==> src/rtl/dbs_pkg.sv <==
// Package with command encodings, latency and timing constants for the burst sequencer.
package dbs_pkg;

  // Command encodings as seen on the command inputs (cs_n, ras_n, cas_n, we_n).
  localparam logic [3:0] CMD_NOP   = 4'h7;
  localparam logic [3:0] CMD_ACT   = 4'h3;
  localparam logic [3:0] CMD_RD    = 4'h5;
  localparam logic [3:0] CMD_WR    = 4'h4;
  localparam logic [3:0] CMD_PRE   = 4'h2;
  localparam logic [3:0] CMD_REF   = 4'h1;
  localparam logic [3:0] CMD_DESEL = 4'h8;

  // Bank count and bank address width.
  localparam int unsigned NUM_BANKS = 4;
  localparam int unsigned BANK_W    = 2;

  // Burst length choices.
  localparam logic [3:0] BL_FOUR  = 4'h4;
  localparam logic [3:0] BL_EIGHT = 4'h8;

  // Default latencies in clocks.
  localparam logic [3:0] AL_DEFAULT = 4'h2;
  localparam logic [3:0] CL_DEFAULT = 4'h3;

  // Clock period and self refresh exit delays.
  localparam int unsigned CLK_PERIOD_NS = 50;
  localparam int unsigned TXSRD_CLK     = 200;
  localparam int unsigned TXSNR_NS      = 200;
  localparam int unsigned TXSNR_CYC     = (TXSNR_NS + CLK_PERIOD_NS - 1) / CLK_PERIOD_NS;

  // Pipeline depth of the latency shift line.
  localparam int unsigned LAT_DEPTH = 16;

  // Sequencer states, Gray coded from active through self refresh to exit.
  typedef enum logic [1:0] {
    DBS_ACTIVE = 2'b00,
    DBS_SREF   = 2'b01,
    DBS_EXIT   = 2'b11
  } dbs_state_t;

  // Read latency is additive plus CAS latency.
  function automatic logic [4:0] dbs_read_lat(input logic [3:0] al, input logic [3:0] cl);
    dbs_read_lat = {1'b0, al} + {1'b0, cl};
  endfunction : dbs_read_lat

endpackage : dbs_pkg

==> src/rtl/dbs_fifo_if.sv <==
// Interface carrying a valid and ready word stream between the sequencer and its FIFO.
`timescale 1ns/1ns
`default_nettype none
interface dbs_fifo_if #(parameter int unsigned WIDTH = 16);
  logic             valid;  // Word offered.
  logic             ready;  // Word taken.
  logic [WIDTH-1:0] data;   // Word payload.
  modport src (output valid, output data, input ready);
  modport snk (input valid, input data, output ready);
endinterface : dbs_fifo_if
`default_nettype wire

==> src/rtl/dbs_fifo.sv <==
// Synchronous FIFO with parameter width and depth, read data from a register.
`timescale 1ns/1ns
`default_nettype none
module dbs_fifo #(
  parameter int unsigned WIDTH = 16,
  parameter int unsigned DEPTH = 8
) (
  // Clock and reset.
  input  wire logic clk_sys_i,
  input  wire logic nrst_i,
  // Fill and drain sides.
  dbs_fifo_if.snk   wr,
  dbs_fifo_if.src   rd
);
  localparam int unsigned AW = $clog2(DEPTH);

  // Depth must be a power of two of at least two.
  if (DEPTH < 2 || (1 << AW) != DEPTH) begin : g_bad_depth
    $error("dbs_fifo depth must be a power of two");
  end

  logic [WIDTH-1:0] mem [DEPTH];  // Storage words.
  logic [AW:0]      wptr;         // Write pointer with wrap bit.
  logic [AW:0]      rptr;         // Read pointer with wrap bit.
  logic [WIDTH-1:0] rdata;        // Registered head word.
  logic             rvalid;       // Head register holds a word.
  logic             full;         // No room left.
  logic             empty;        // Nothing in storage.
  logic             pull;         // Move one word into the head register.

  assign full     = (wptr[AW] != rptr[AW]) && (wptr[AW-1:0] == rptr[AW-1:0]);
  assign empty    = (wptr == rptr);
  assign wr.ready = !full;
  assign pull     = !empty && (!rvalid || rd.ready);
  assign rd.valid = rvalid;
  assign rd.data  = rdata;

  // Store a word when offered and there is room.
  always_ff @(posedge clk_sys_i) begin
    if (!nrst_i) begin
      wptr <= '0;
    end else if (wr.valid && !full) begin
      mem[wptr[AW-1:0]] <= wr.data;
      wptr              <= wptr + 1'b1;
    end
  end

  // Refill the head register whenever it is free or being drained.
  always_ff @(posedge clk_sys_i) begin
    if (!nrst_i) begin
      rptr   <= '0;
      rvalid <= 1'b0;
      rdata  <= '0;
    end else if (pull) begin
      rdata  <= mem[rptr[AW-1:0]];
      rptr   <= rptr + 1'b1;
      rvalid <= 1'b1;
    end else if (rd.ready) begin
      rvalid <= 1'b0;
    end
  end
endmodule : dbs_fifo
`default_nettype wire

==> src/rtl/dbs_seq.sv <==
// Device side burst and self refresh sequencer of a DDR2 style memory.
`timescale 1ns/1ns
`default_nettype none
// What this block does
// - Seamless reads every 2 or 4 clocks
// - Seamless writes every 2 or 4 clocks
// - Bursts need an activated bank, any bank
// - Read latency is additive plus CAS
// - Write latency is read latency minus one
// - Strobe mode bit picks single or differential
module dbs_seq
  import dbs_pkg::*;
#(
  parameter int unsigned DQ_W      = 16,
  parameter int unsigned FIFO_DEPTH = 8,
  parameter int unsigned XSRD_CYC  = TXSRD_CLK
) (
  // Clock and reset.
  input  wire logic              clk_sys_i,
  input  wire logic              nrst_i,
  // Command bus.
  input  wire logic              cke_i,
  input  wire logic [3:0]        cmd_i,
  input  wire logic [BANK_W-1:0] bank_i,
  input  wire logic              odt_i,
  // Mode settings.
  input  wire logic [3:0]        al_i,
  input  wire logic [3:0]        cl_i,
  input  wire logic              bl8_i,
  input  wire logic              dqs_diff_en_i,
  // Write data in.
  input  wire logic [DQ_W-1:0]   wdata_i,
  output logic                   wdata_ready_o,
  // Write data out to array side.
  output logic                   wr_valid_o,
  output logic [DQ_W-1:0]        wr_data_o,
  input  wire logic              wr_ready_i,
  // Read data path.
  input  wire logic [DQ_W-1:0]   array_rdata_i,
  output logic [DQ_W-1:0]        rdata_o,
  output logic                   rdata_valid_o,
  // Strobe outputs.
  output logic                   dqs_o,
  output logic                   dqs_n_o,
  output logic                   dqs_oe_o,
  // Status.
  output logic                   sref_o,
  output logic                   odt_active_o,
  output logic                   cmd_err_o
);

  // Parameters the logic cannot serve are refused.
  // The exit counter is sixteen bits wide, so the long exit delay must fit in it.
  if (DQ_W < 1 || XSRD_CYC < TXSNR_CYC || XSRD_CYC > 32'h0000ffff) begin : g_bad_param
    $error("dbs_seq parameter out of range");
  end

  ////////////////////////////////////////////////////////////////////////////////
  // Declarations.
  ////////////////////////////////////////////////////////////////////////////////

  dbs_state_t           state;        // Self refresh state.
  logic [NUM_BANKS-1:0] bank_open;    // Open banks.
  logic [LAT_DEPTH-1:0] rd_line;      // Read beat scheduling line.
  logic [LAT_DEPTH-1:0] wr_line;      // Write beat scheduling line.
  logic [4:0]           rl;           // Read latency.
  logic [4:0]           wl;           // Write latency.
  logic [3:0]           beats;        // Beats per burst on the internal clock.
  logic [15:0]          exit_cnt;     // Clocks since the self refresh exit edge.
  logic                 rd_cmd;       // Read command decoded.
  logic                 wr_cmd;       // Write command decoded.
  logic                 bad_cmd;      // Command breaks a sequencing condition.
  logic [LAT_DEPTH-1:0] next_rd_line; // Next read line.
  logic [LAT_DEPTH-1:0] next_wr_line; // Next write line.

  dbs_fifo_if #(.WIDTH(DQ_W)) f_in ();
  dbs_fifo_if #(.WIDTH(DQ_W)) f_out ();

  ////////////////////////////////////////////////////////////////////////////////
  // Latency and command decode.
  ////////////////////////////////////////////////////////////////////////////////

  assign rl = dbs_read_lat(al_i, cl_i);
  assign wl = rl - 5'h01;
  // Beats per burst; two data words per clock, so half the burst length.
  assign beats = bl8_i ? (BL_EIGHT >> 1) : (BL_FOUR >> 1);

  // Reads and writes are taken when active, or once their exit delay has run out.
  assign rd_cmd = cke_i && (cmd_i == CMD_RD) && (state == DBS_ACTIVE
                  || (state == DBS_EXIT && exit_cnt >= 16'(XSRD_CYC)));
  assign wr_cmd = cke_i && (cmd_i == CMD_WR) && (state == DBS_ACTIVE
                  || (state == DBS_EXIT && exit_cnt >= 16'(TXSNR_CYC)));

  // Flag any command that breaks a condition the controller must keep.
  always_comb begin
    bad_cmd = 1'b0;
    if ((rd_cmd || wr_cmd) && !bank_open[bank_i]) begin
      bad_cmd = 1'b1;
    end
    // self refresh needs idle banks; termination already off.
    if (state == DBS_ACTIVE && cmd_i == CMD_REF && !cke_i
        && ((|bank_open) || odt_i)) begin
      bad_cmd = 1'b1;
    end
    if (state == DBS_EXIT && cke_i) begin
      if (cmd_i == CMD_RD && exit_cnt < 16'(XSRD_CYC)) begin
        bad_cmd = 1'b1;
      end else if (cmd_i != CMD_RD && cmd_i != CMD_NOP && cmd_i != CMD_DESEL
                   && exit_cnt < 16'(TXSNR_CYC)) begin
        bad_cmd = 1'b1;
      end
      if (odt_i && exit_cnt < 16'(XSRD_CYC)) begin
        bad_cmd = 1'b1;
      end
    end
  end

  ////////////////////////////////////////////////////////////////////////////////
  // Bank tracking and self refresh state.
  ////////////////////////////////////////////////////////////////////////////////

  // Open on activate, close on precharge.
  always_ff @(posedge clk_sys_i) begin
    if (!nrst_i) begin
      bank_open <= '0;
    end else if (cke_i && state != DBS_SREF) begin
      if (cmd_i == CMD_ACT) begin
        bank_open[bank_i] <= 1'b1;
      end else if (cmd_i == CMD_PRE) begin
        bank_open[bank_i] <= 1'b0;
      end
    end
  end

  // Refresh with clock enable low enters self refresh; clock enable high leaves.
  always_ff @(posedge clk_sys_i) begin
    if (!nrst_i) begin
      state    <= DBS_ACTIVE;
      exit_cnt <= '0;
    end else begin
      case (state)
        DBS_ACTIVE: begin
          if (!cke_i && cmd_i == CMD_REF) begin
            state <= DBS_SREF;
          end
        end
        DBS_SREF: begin
          if (cke_i) begin
            // The exit edge itself counts as the first clock of the delay.
            state    <= DBS_EXIT;
            exit_cnt <= 16'h0001;
          end
        end
        DBS_EXIT: begin
          if (exit_cnt >= 16'(XSRD_CYC)) begin
            state <= DBS_ACTIVE;
          end else begin
            exit_cnt <= exit_cnt + 16'h0001;
          end
        end
        default: state <= DBS_ACTIVE;
      endcase
    end
  end

  ////////////////////////////////////////////////////////////////////////////////
  // Burst scheduling lines.
  ////////////////////////////////////////////////////////////////////////////////

  // Each command sets its beats at latency; back to back bursts join seamlessly.
  always_comb begin
    next_rd_line = rd_line >> 1;
    next_wr_line = wr_line >> 1;
    for (int i = 0; i < LAT_DEPTH; i++) begin
      // reads drive beats from read latency; a closed bank gets none.
      if (rd_cmd && bank_open[bank_i]
          && i + 1 >= int'(rl) && i + 1 < int'(rl) + int'(beats)) begin
        next_rd_line[i] = 1'b1;
      end
      // writes take beats from write latency; a closed bank takes none.
      if (wr_cmd && bank_open[bank_i]
          && i + 1 >= int'(wl) && i + 1 < int'(wl) + int'(beats)) begin
        next_wr_line[i] = 1'b1;
      end
    end
  end

  // Shift the lines once per clock.
  always_ff @(posedge clk_sys_i) begin
    if (!nrst_i) begin
      rd_line <= '0;
      wr_line <= '0;
    end else begin
      rd_line <= next_rd_line;
      wr_line <= next_wr_line;
    end
  end

  ////////////////////////////////////////////////////////////////////////////////
  // Data paths.
  ////////////////////////////////////////////////////////////////////////////////

  // accept write data in its window.
  assign f_in.valid    = wr_line[0];
  assign f_in.data     = wdata_i;
  assign wdata_ready_o = f_in.ready;
  assign wr_valid_o    = f_out.valid;
  assign wr_data_o     = f_out.data;
  assign f_out.ready   = wr_ready_i;

  dbs_fifo #(.WIDTH(DQ_W), .DEPTH(FIFO_DEPTH)) u_fifo (
    .clk_sys_i (clk_sys_i),
    .nrst_i    (nrst_i),
    .wr        (f_in),
    .rd        (f_out)
  );

  // read data and strobes, continuous across bursts.
  always_ff @(posedge clk_sys_i) begin
    if (!nrst_i) begin
      rdata_o       <= '0;
      rdata_valid_o <= 1'b0;
      dqs_o         <= 1'b0;
      dqs_n_o       <= 1'b1;
      dqs_oe_o      <= 1'b0;
    end else begin
      rdata_valid_o <= rd_line[0];
      dqs_oe_o      <= rd_line[0];
      dqs_o         <= rd_line[0];
      // complement strobe only in differential mode.
      dqs_n_o       <= dqs_diff_en_i ? !rd_line[0] : 1'b0;
      if (rd_line[0]) begin
        rdata_o <= array_rdata_i;
      end
    end
  end

  // Status flags.
  always_ff @(posedge clk_sys_i) begin
    if (!nrst_i) begin
      sref_o       <= 1'b0;
      odt_active_o <= 1'b0;
      cmd_err_o    <= 1'b0;
    end else begin
      sref_o       <= (state == DBS_SREF);
      // termination counts once the long exit delay has run out.
      odt_active_o <= odt_i && (state == DBS_ACTIVE
                      || (state == DBS_EXIT && exit_cnt >= 16'(XSRD_CYC)));
      cmd_err_o    <= bad_cmd;
    end
  end

endmodule : dbs_seq
`default_nettype wire

==> config.mk <==
export PLATFORM = sky130hd
export DESIGN_NAME = dbs_seq
export DESIGN_NICKNAME = d
export VERILOG_FILES = /design/src/rtl/dbs_pkg.sv /design/src/rtl/dbs_fifo_if.sv /design/src/rtl/dbs_fifo.sv /design/src/rtl/dbs_seq.sv
export SDC_FILE = /design/constraint.sdc
export NUM_CORES = 1
export LEC_CHECK = 0
export BUFFER_PORTS_ARGS = -buffer_cell sky130_fd_sc_hd__buf_2
export CORE_MARGIN = 2
export CORE_UTILIZATION = 60
export CTS_BUF_LIST = sky130_fd_sc_hd__clkbuf_8
export DETAILED_ROUTE_END_ITERATION = 10
export GPL_TIMING_DRIVEN = 0
export PLACE_DENSITY = 0.91
export SLEW_MARGIN = 25
export SYNTH_ARGS = -nofsm -noshare
export SYNTH_HDL_FRONTEND = slang
export SYNTH_SLANG_ARGS = --single-unit
==> constraint.sdc <==
create_clock -name clk_sys_i -period 4.65 [get_ports clk_sys_i]
set_input_delay 0.2325 -clock clk_sys_i [delete_from_list [all_inputs] [get_ports clk_sys_i]]
set_output_delay 0.2325 -clock clk_sys_i [all_outputs]
set_load 0.1 [all_outputs]
==> out/metrics.yaml, run 1 <==
status: "complete, no violations"
maxUsedRoutingLayer: "met4"
endpoint_kind: "register"
fin_hold_ws_ns: 0.08263
maxSlewHeadroom: 0.4483
synth_seq_cells: 228
grt_overflow: 0
p_per_area_nw_per_um2: 404.9
synth_area_leaders: "edfxtp_1, dfxtp_1, mux4_2, nor2_1, mux2i_1"
via_per_inst: 6.094
place_inst: 1121
fmaxAchievable_mhz: 258.5
fin_setup_tns_ns: 0
post-route-util: 0.7265
slew_violations: 0
crit_path_top_delay_cell: "fa_1"
setup_viol: 0
crit_top_cell: "ha_1"
clk_latency_ns: 0.55
whs_path_depth: 3
antenna_left: 0
n_fill_cell: 1030
die_h_um: 133.3
p_leak_nw: 4.371
num_vias: 7441
totalWireLength_um: 25220
ys_seq_area_frac: 0.5828
clk_pin_slew_worst_paths_ns: 0.06
cts_max_level: 2
wl_met3_um: 2050
synth_flop_cell: "edfxtp_1"
placed_cell_area_um2: 10910
critical_path.startpoint_type: "input port"
wire_per_inst_um: 20.65
critPathMaxStageDelay_ns: 0.71
synthDistinctLibCells: 83
wl_met2_um: 12640
layout.nets: 1047
grt_pass1_vias: 7478
start_util: 0.6091
ir_drop_mv: 0.3909
total_power_mw: 4.843
area_growth_pct: 19.27
dieArea_um2: 17770
drive_above_1_share: 0.2390
cts-resized-gates: 0
cts_tree: "built"
r2r-end: "u_fifo.mem[4][1]"
fin_ws_ns: 0.7812
synth_area_um2: 10030
critPathKind: "in2reg"
fin_crit_sh: 0.8320
core_um2: 16470
required_ns: 5.03
synth_edf_count: 128
worst_slew_pin_slew_ns: 0.8276
ctsLongestPathBuffers: 3
crit_fanout: 9
syn_inst: 799
portBuffers: 92
grt_pass1_wl_um: 39340
drt_iter0_markers: 548
r2r_start: "u_fifo.rptr[1]"
yosys.area.top_type_share: 0.3832
dpl_worst_slack_ns: 0.2820
finClkSkew_ns: 0.03455
track_usage: 0.2873
rrSetupSlack_ns: 1.52
async_flop_share: 0
maxCapViolations: 0
dpl.hpwl_um: 16020
hold_start: "bank_i[0]"
cts.sinks: 228
ys_warn_count: 0
gp_congestion: 0.9032
stdcell_count: 1221
drc: 0
syn_avg_cell_area_um2: 12.55
antenna_found_initial: 1
yosys.area.top_type: "edfxtp_1"
r2r_cells: 10
synth_fp_nets: 873
ios: 94
root_buffer: "clkbuf_8"
placementRows: 47
final_area_um2: 11960
cts-buffers-inserted: 36
drt-met1-wl_um: 9441
grt_max_degree: 12
drt_pass1_iterations: 5
grt_setup_unrepaired: "no"
die_width_um: 133.3
path_cells: "buf_2 > ha_1 > fa_1 > inv_1 > ha_1 > clkbuf_1 > xnor2_4 > ha_1 > a21oi_1 > nor3_1 > o221a_2 > o21a_1 > a2111o_1 > nor3b_1 > nor3_1"
hold_viol_final: 0
fin_crit_ns: 3.869
arrival_ns: 4.25
hp-class: "in2reg"
==> cell usage after synthesis, types with 3 or more instances <==
cell type,number
a211oi_1,18
a21o_1,5
a21oi_1,17
a221oi_1,3
a22o_1,4
a31oi_1,14
a32o_1,3
and2_1,9
and3_1,7
buf_1,5
buf_2,13
buf_4,5
clkbuf_1,20
dfxtp_1,100
edfxtp_1,128
fa_1,3
ha_1,18
inv_1,22
mux2i_1,36
mux4_2,33
nand2_1,49
nand2b_1,11
nand3_1,9
nand4_1,11
nor2_1,98
nor2b_1,7
nor3_1,29
nor4_1,4
o21a_1,5
o21ai_0,15
o22ai_1,5
o31ai_1,6
or3_1,3
or4_1,3
xnor2_1,8
xor2_1,10
==> worst max-delay path by stage <==
| stage | startpoint | end | slack (ns) |
|---|---|---|---|
| after global routing | al_i[0] | wr_line[2] | 0.51 |
| final | al_i[0] | wr_line[2] | 0.78 |
| after CTS | al_i[0] | wr_line[2] | 0.80 |
| after global placement | al_i[0] | wr_line[0] | 0.30 |
| after floorplan | u_fifo.rptr[1] | u_fifo.mem[4][0] | 0.94 |
| after detailed placement | al_i[0] | wr_line[2] | 0.28 |
==> state kept, by name, indices dropped and copies added, names as in the netlist, 2 cells and up, named ones only <==
register and flops:
u_fifo.wptr 4, state 2, wr_line 16, rdata_o 16, u_fifo.mem 128, u_fifo.rptr 4
rd_line 16, exit_cnt 16, u_fifo.rd.data 16
==> cells by family (layout without fill, tap and decap cells) <==
family,Yosys count,in the layout,synth area share
AOI/OAI and AO/OA,140,140,0.1065
xor gates and xnor gates,21,21,0.02283
adders and majority gates,21,21,0.02844
buffers and inverters,68,269,0.02969
DFF,228,228,0.5828
muxes,69,69,0.1100
other,0,1,0
and+or+nand+nor,252,252,0.1196
==> layer usage <==
metal | up-vias | global-route usage
li1 | 3367 | -
met1 | 3567 | 0.3514
met2 | 424 | 0.4948
met3 | 83 | 0.05479
met4 | 0 | 0.1359
met5 | - | 0
==> placed cells by master (no fill, tap or decap), drive strengths merged, types with 9 or more instances in the layout <==
master       synthesis  final
a31oi               14     14
nor2                99     99
mux4                33     33
xnor2               10     10
nor3                30     30
nand3               10     10
clkinv               0      9
edfxtp             128    128
buf                 24    126
dlygate4sd3          0     34
xor2                11     11
o21ai               18     18
nand4               11     11
nand2               49     49
dfxtp              100    100
a21oi               19     19
mux2i               36     36
ha                  18     18
clkbuf              20     60
and2                 9      9
nand2b              11     11
a211oi              19     19
inv                 24     37
==> critical path: cells and delay by family <==
kind / cells / cell delay, ns
fa+ha+maj: 4 / 1.49
xor+xnor: 1 / 0.34
buf+inv: 3 / 0.56
compound gates: 4 / 1.27
simple gates: 3 / 0.37
==> where the power goes <==
group	total (mW)	switching (mW)	internal, mW
clock	1.67	0.810	0.860
sequential	2.18	0.0225	2.16
combinational	0.994	0.680	0.314
total	4.84	1.51	3.33
==> cell type report <==
cell class | count | area (µm²) | share of cell area
sequential | 228 | 5846 | 0.4887
multi-input combinational | 503 | 3911 | 0.3270
timing repair buffer | 136 | 924.6 | 0.07729
clock buffer | 40 | 550.5 | 0.04602
tap | 220 | 275.3 | 0.02301
buffer | 44 | 207.7 | 0.01736
clock inverter | 25 | 155.1 | 0.01297
inverter | 24 | 90.09 | 0.007531
antenna | 1 | 2.502 | 0.0002092
==> repair_timing <==
action,in CTS,in global routing
hold buffers,34,0
endpoints found under the hold margin,146,0
setup buffers,0,0
Power figures use the tool's default switching activity.
==> inputs of run 2 (changes only) <==
--- a/config.mk
+++ b/config.mk
@@ -7,11 +7,11 @@
 export LEC_CHECK = 0
 export BUFFER_PORTS_ARGS = -buffer_cell sky130_fd_sc_hd__buf_2
 export CORE_MARGIN = 2
-export CORE_UTILIZATION = 60
+export CORE_UTILIZATION = 56
 export CTS_BUF_LIST = sky130_fd_sc_hd__clkbuf_8
 export DETAILED_ROUTE_END_ITERATION = 10
 export GPL_TIMING_DRIVEN = 0
-export PLACE_DENSITY = 0.91
+export PLACE_DENSITY = 0.89
 export SLEW_MARGIN = 25
 export SYNTH_ARGS = -nofsm -noshare
 export SYNTH_HDL_FRONTEND = slang
==> constraint.sdc (replaced) <==
create_clock -name clk_sys_i -period 3.2 [get_ports clk_sys_i]
set_input_delay 0.16 -clock clk_sys_i [delete_from_list [all_inputs] [get_ports clk_sys_i]]
set_output_delay 0.16 -clock clk_sys_i [all_outputs]
set_load 0.1 [all_outputs]
==> run 2 against run 1 <==
  * Clock power rose by 34%
  * Critical path depth fell by 6
  * Largest power group unchanged
  * Worst hold slack got worse by 0.019 ns
  * Sequential power rose by 45%
  * Cell count rose by 0.82%
  * Count of clock-buffer cells in the layout fell by 3
  * Power rose by 43%
  * Setup slack got worse by 0.65 ns
  * Register-to-register slack got worse by 1.4 ns
  * Global-route usage fell by 2.9 points
  * Final area rose by 1.0%
  * Die area rose by 6.9%
  * Critical endpoint is now u_fifo.mem[3][7]
  * The flow now finishes with violations (design-rule violations)
==> out/metrics.yaml, run 2 (synthesis gave the netlist of run 1 again) <==
antenna_left: 0
grt_max_degree: 12
cts-buffers-inserted: 36
whs_path_depth: 3
p_per_area_nw_per_um2: 572.1
cts_max_level: 2
cts.sinks: 228
slew_violations: 0
endpoint_kind: "register"
critical_path.startpoint_type: "register"
fin_crit_ns: 3.070
core_um2: 17420
violations: "design-rule violations"
clk_pin_slew_worst_paths_ns: 0.06
cts_tree: "built"
p_leak_nw: 4.374
place_inst: 1124
start_util: 0.5759
stdcell_count: 1231
portBuffers: 92
grt_pass1_vias: 7294
crit_fanout: 9
final_common_cell: "edfxtp_1"
die_width_um: 137.8
placementRows: 48
grt_setup_unrepaired: "yes"
status: "complete, but fails checks"
maxCapViolations: 0
drive_above_1_share: 0.2445
largest_register_ffs: 128
ir_drop_mv: 0.5966
placed_cell_area_um2: 10980
maxSlewHeadroom: 0.4520
drc: 1
track_usage: 0.2582
fin_crit_sh: 0.9592
r2r_cells: 9
critPathKind: "reg2reg"
post-route-util: 0.6939
dieArea_um2: 19000
ios: 94
clk_latency_ns: 0.56
root_buffer: "clkbuf_8"
wire_per_inst_um: 19.93
setup_viol: 0
totalWireLength_um: 24530
drt_pass1_iterations: 8
hp-class: "in2reg"
hold_viol_final: 0
antenna_found_initial: 0
finClkSkew_ns: 0.03010
layout.nets: 1053
grt_overflow: 0
area_growth_pct: 20.50
drt_iter0_markers: 746
fmaxAchievable_mhz: 325.8
arrival_ns: 3.30
num_vias: 7501
gp_congestion: 0.9376
required_ns: 3.43
diodes: 0
ctsLongestPathBuffers: 3
final_area_um2: 12090
via_per_inst: 6.093
grt_pass1_wl_um: 37410
worst_slew_pin_slew_ns: 0.8203
die_h_um: 137.8
dpl.hpwl_um: 15770
final_cell_mix: "edfxtp_1, buf_2, dfxtp_1, nor2_1, nand2_1"
[run 2: changes by cell type in the layout (fill, tap and decap cells not counted), sizes merged]
cell         change
bufinv           -1
clkinvlp         -2
clkbuf           -3
inv              +1
clkinv           +5
dlygate4sd3      +4
diode            -1
buf              +2
[run 2: area by class of cell]
class                   instances  area, µm²
flip-flops and latches        228       5846
fillers                      1135       5331
multi-input cells             503       4005
repair buffers                142      992.2
clock buffers                  37      509.2
well taps                     225      281.5
plain buffers                  44      219.0
clock inverters                28      142.6
inverters                      24      90.09
[run 2: routing by layer]
layer  share of wire  vias to the layer above  GRT usage
met1            0.39                     3568     0.3306
met2            0.49                      470     0.4381
met3           0.090                       82    0.04967
met5               0                        -          0
met4           0.030                        0    0.09751
li1                -                     3381          -
[run 2: path summary, 6_finish.rpt]
| check | slack, ns | startpoint | end |
|---|---|---|---|
| worst max-delay path | 0.13 | u_fifo.rptr[1] | u_fifo.mem[3][7] |
| worst min-delay path | 0.06 | cke_i | exit_cnt[0] |
| worst max register to register | 0.13 | u_fifo.rptr[1] | u_fifo.mem[3][7] |
| worst min register to register | 0.43 | wr_line[1] | wr_line[0] |
[run 2: repair_timing]
| action | 4_1_cts | 5_1_grt |
|---|---|---|
| hold buffers | 38 | 0 |
| endpoints found under the hold margin | 149 | 0 |
| resized for setup | 1 | 6 |
| setup endpoints to repair | 3 | 62 |
| pin swaps | 1 | 2 |
| buffers inserted | 1 | 3 |
[run 2: stage by stage]
step / setup WS, ns / power (mW) / hold WS (ns) / TNS [ns]
after floorplan: -0.1032 / 4.314 / 0.2589 / -0.2575
after global placement: -0.5714 / 4.604 / 0.3964 / -26.54
after detailed placement: -0.6105 / 4.625 / 0.4087 / -10.29
after CTS: 0.01171 / 6.881 / 0.04885 / 0
after global routing: -0.07416 / 7.149 / 0.1091 / -1.096
final: 0.1304 / 6.914 / 0.06387 / 0
[run 2: where the power goes]
group / switching [mW] / leakage [nW] / internal, mW / total, mW
Clock: 1.14 / 0.386 / 1.10 / 2.24
Combinational: 1.01 / 2.03 / 0.498 / 1.50
Sequential: 0.0341 / 1.96 / 3.13 / 3.17
[run 2: worst max-delay path, cell delays in order, from the launching register on]
cell and delay [ns]:
dfxtp_1 0.33, clkbuf_1 0.45, xor2_1 0.24, nor3_1 0.13, nand2b_2 0.08, and2_1 0.12, clkbuf_1 0.28, nand3b_1 0.32
nor2_2 0.56, buf_6 0.24
==> inputs of run 3 (changes only) <==
--- a/config.mk
+++ b/config.mk
@@ -7,12 +7,13 @@
 export LEC_CHECK = 0
 export BUFFER_PORTS_ARGS = -buffer_cell sky130_fd_sc_hd__buf_2
 export CORE_MARGIN = 2
-export CORE_UTILIZATION = 56
+export CORE_UTILIZATION = 55
 export CTS_BUF_LIST = sky130_fd_sc_hd__clkbuf_8
 export DETAILED_ROUTE_END_ITERATION = 10
 export GPL_TIMING_DRIVEN = 0
-export PLACE_DENSITY = 0.89
+export PLACE_DENSITY = 0.88
 export SLEW_MARGIN = 25
 export SYNTH_ARGS = -nofsm -noshare
 export SYNTH_HDL_FRONTEND = slang
+export SYNTH_HIERARCHICAL = 1
 export SYNTH_SLANG_ARGS = --single-unit
==> run 3 against run 2 <==
  * The run now ends clean
  * Via count fell by 4.4%
  * Power fell by 1.3%
  * Worst hold slack got worse by 0.014 ns
  * Critical path type is now in2reg
  * Routed wire length fell by 2.3%
  * Clock power rose by 8%
  * Highest routed layer unchanged
  * Sequential cell count did not move
  * Largest power group unchanged
  * Global-route usage fell by 0.97 points
==> out/metrics.yaml, run 3 <==
clk_latency_ns: 0.55
fmaxAchievable_mhz: 330.8
hold_viol_final: 0
syn_avg_cell_area_um2: 12.99
drt_pass1_iterations: 8
dpl.hpwl_um: 15610
syn_inst: 769
fin_ws_ns: 0.1773
synth_flop_cell: "edfxtp_1"
wire_per_inst_um: 19.86
worst_slew_pin_slew_ns: 0.9719
synth_edf_count: 128
totalWireLength_um: 23970
crit_fanout: 10
drt_iter0_markers: 562
fin_crit_sh: 0.9446
die_h_um: 138.8
synth_seq_cells: 228
dpl_worst_slack_ns: -0.5968
ctsLongestPathBuffers: 3
root_buffer: "clkbuf_8"
cts.sinks: 228
start_util: 0.5579
antenna_found_initial: 0
post-route-util: 0.6702
slew_violations: 0
finClkSkew_ns: 0.03144
drive_above_1_share: 0.2528
required_ns: 3.61
synth_area_um2: 9988
status: "complete, no violations"
p_per_area_nw_per_um2: 568.9
dieArea_um2: 19250
hp-class: "in2reg"
p_leak_nw: 4.528
grt_overflow: 0
ys_top_cells_by_count: "edfxtp_1, dfxtp_1, nand2_1"
r2r_cells: 6
area_growth_pct: 20.12
final_cell_mix: "edfxtp_1, dfxtp_1, buf_2, nand2_1"
arrival_ns: 3.43
cts_tree: "built"
critical_path.startpoint_type: "input port"
grt_pass1_wl_um: 37810
die_width_um: 138.8
grt_setup_unrepaired: "no"
ys_warn_count: 6
gp_congestion: 0.9681
p_seq_frac: 0.463
critPathKind: "in2reg"
whs_path_depth: 3
yosys.area.top_type_share: 0.3848
num_vias: 7169
r2r_start: "u_fifo/rptr[2]"
synthDistinctLibCells: 78
ys_seq_area_frac: 0.5852
async_flop_share: 0
core_um2: 17900
place_inst: 1101
netSwitchingPower_mw: 2.083
drc: 0
cts-buffers-inserted: 37
portBuffers: 93
fin_hold_ws_ns: 0.04972
endpoint_kind: "register"
track_usage: 0.2485
grt_pass1_vias: 7251
hold_start: "nrst_i"
antenna_left: 0
swShare: 0.3052
final_area_um2: 12000
grt_max_degree: 12
placementRows: 49
stdcell_count: 1207
cts_max_level: 2
yosysMostFrequentCell: "edfxtp_1"
maxCapViolations: 0
ios: 94
via_per_inst: 5.940
startpoint: "al_i[0]"
setup_viol: 0
synth_area_leaders: "edfxtp_1, dfxtp_1, mux4_2, mux2i_1, ha_1"
fin_crit_ns: 3.023
pwr-share-comb: 0.184
placed_cell_area_um2: 10900
n_fill_cell: 1231
maxSlewHeadroom: 0.3521
layout.nets: 1023
clkPwrFrac: 0.353
final_common_cell: "edfxtp_1"
synth_fp_nets: 843
p_int_mw: 4.743
clk_pin_slew_worst_paths_ns: 0.07
ir_drop_mv: 0.5119
largest_register_ffs: 128
yosys.area.top_type: "edfxtp_1"
[run 3: final cells by class]
cell class | instances | area (µm²) | share of cell area
flip-flops and latches | 228 | 5846 | 0.4872
multi-input cells | 485 | 3934 | 0.3279
repair buffers | 141 | 962.2 | 0.08020
clock buffers | 39 | 536.8 | 0.04474
well taps | 229 | 286.5 | 0.02388
plain buffers | 37 | 198.9 | 0.01658
clock inverters | 28 | 160.2 | 0.01335
inverters | 19 | 71.32 | 0.005944
diodes | 1 | 2.502 | 0.0002086
[run 3: path summary, 6_finish.rpt]
path | endpoint | slack, ns
min reg2reg | wr_line[1] | 0.42
max | wr_line[0] | 0.18
max reg2reg | u_fifo/mem[4][9] | 0.56
min | u_fifo/rptr[3] | 0.05
[run 3: critical path, stage by stage]
cell and delay [ns]:
buf_2 0.10, ha_1 0.22, fa_2 0.39, xor2_4 0.34
inv_2 0.21, xnor2_4 0.31, inv_2 0.13, fa_1 0.45
nor2_1 0.24, nand4_1 0.19, o2111ai_1 0.27, nand2_1 0.12
a32o_1 0.29
[run 3: layer usage]
| metal | vias to the layer above | wire [µm] | GRT usage |
|---|---|---|---|
| met5 | - | 0 | 0 |
| met4 | 0 | 844 | 0.1058 |
| met3 | 79 | 1743 | 0.04800 |
| met2 | 360 | 12120 | 0.4260 |
| met1 | 3468 | 9258 | 0.3104 |
| li1 | 3262 | - | - |
[run 3: cell families (layout without fill, tap and decap cells)]
logic type / Yosys count / in the layout / synth area share
flops: 228 / 228 / 0.5852
buf+inv: 56 / 264 / 0.02693
mux: 73 / 73 / 0.1145
simple gates: 218 / 218 / 0.1122
compound gates: 153 / 153 / 0.1072
fa+ha+maj: 21 / 21 / 0.02856
xor+xnor: 20 / 20 / 0.02530
other cells: 0 / 1 / 0
[run 3: through the flow]
| stage | TNS [ns] | power, mW |
|---|---|---|
| floorplan | 0 | 4.130 |
| global placement | -23.73 | 4.370 |
| detailed placement | -8.713 | 4.397 |
| CTS | 0 | 6.806 |
| global route | 0 | 7.060 |
| finish | 0 | 6.826 |
[run 3: power groups by stage]
stage	Combinational, mW	Clock, mW	Sequential, mW
2_1_floorplan	0.602	0	3.53
3_3_place_gp	1.15	0	3.22
3_5_place_dp	1.18	0	3.22
4_1_cts	1.22	2.43	3.16
5_1_grt	1.34	2.56	3.16
6_report	1.26	2.41	3.16
[run 3: what timing repair did]
item	4_1_cts	5_1_grt
hold endpoints to repair	148	0
pin swaps	0	2
setup buffers	0	3
endpoints found under the setup margin	3	10
gates cloned	0	0
hold buffers	35	0
resized for setup	1	3
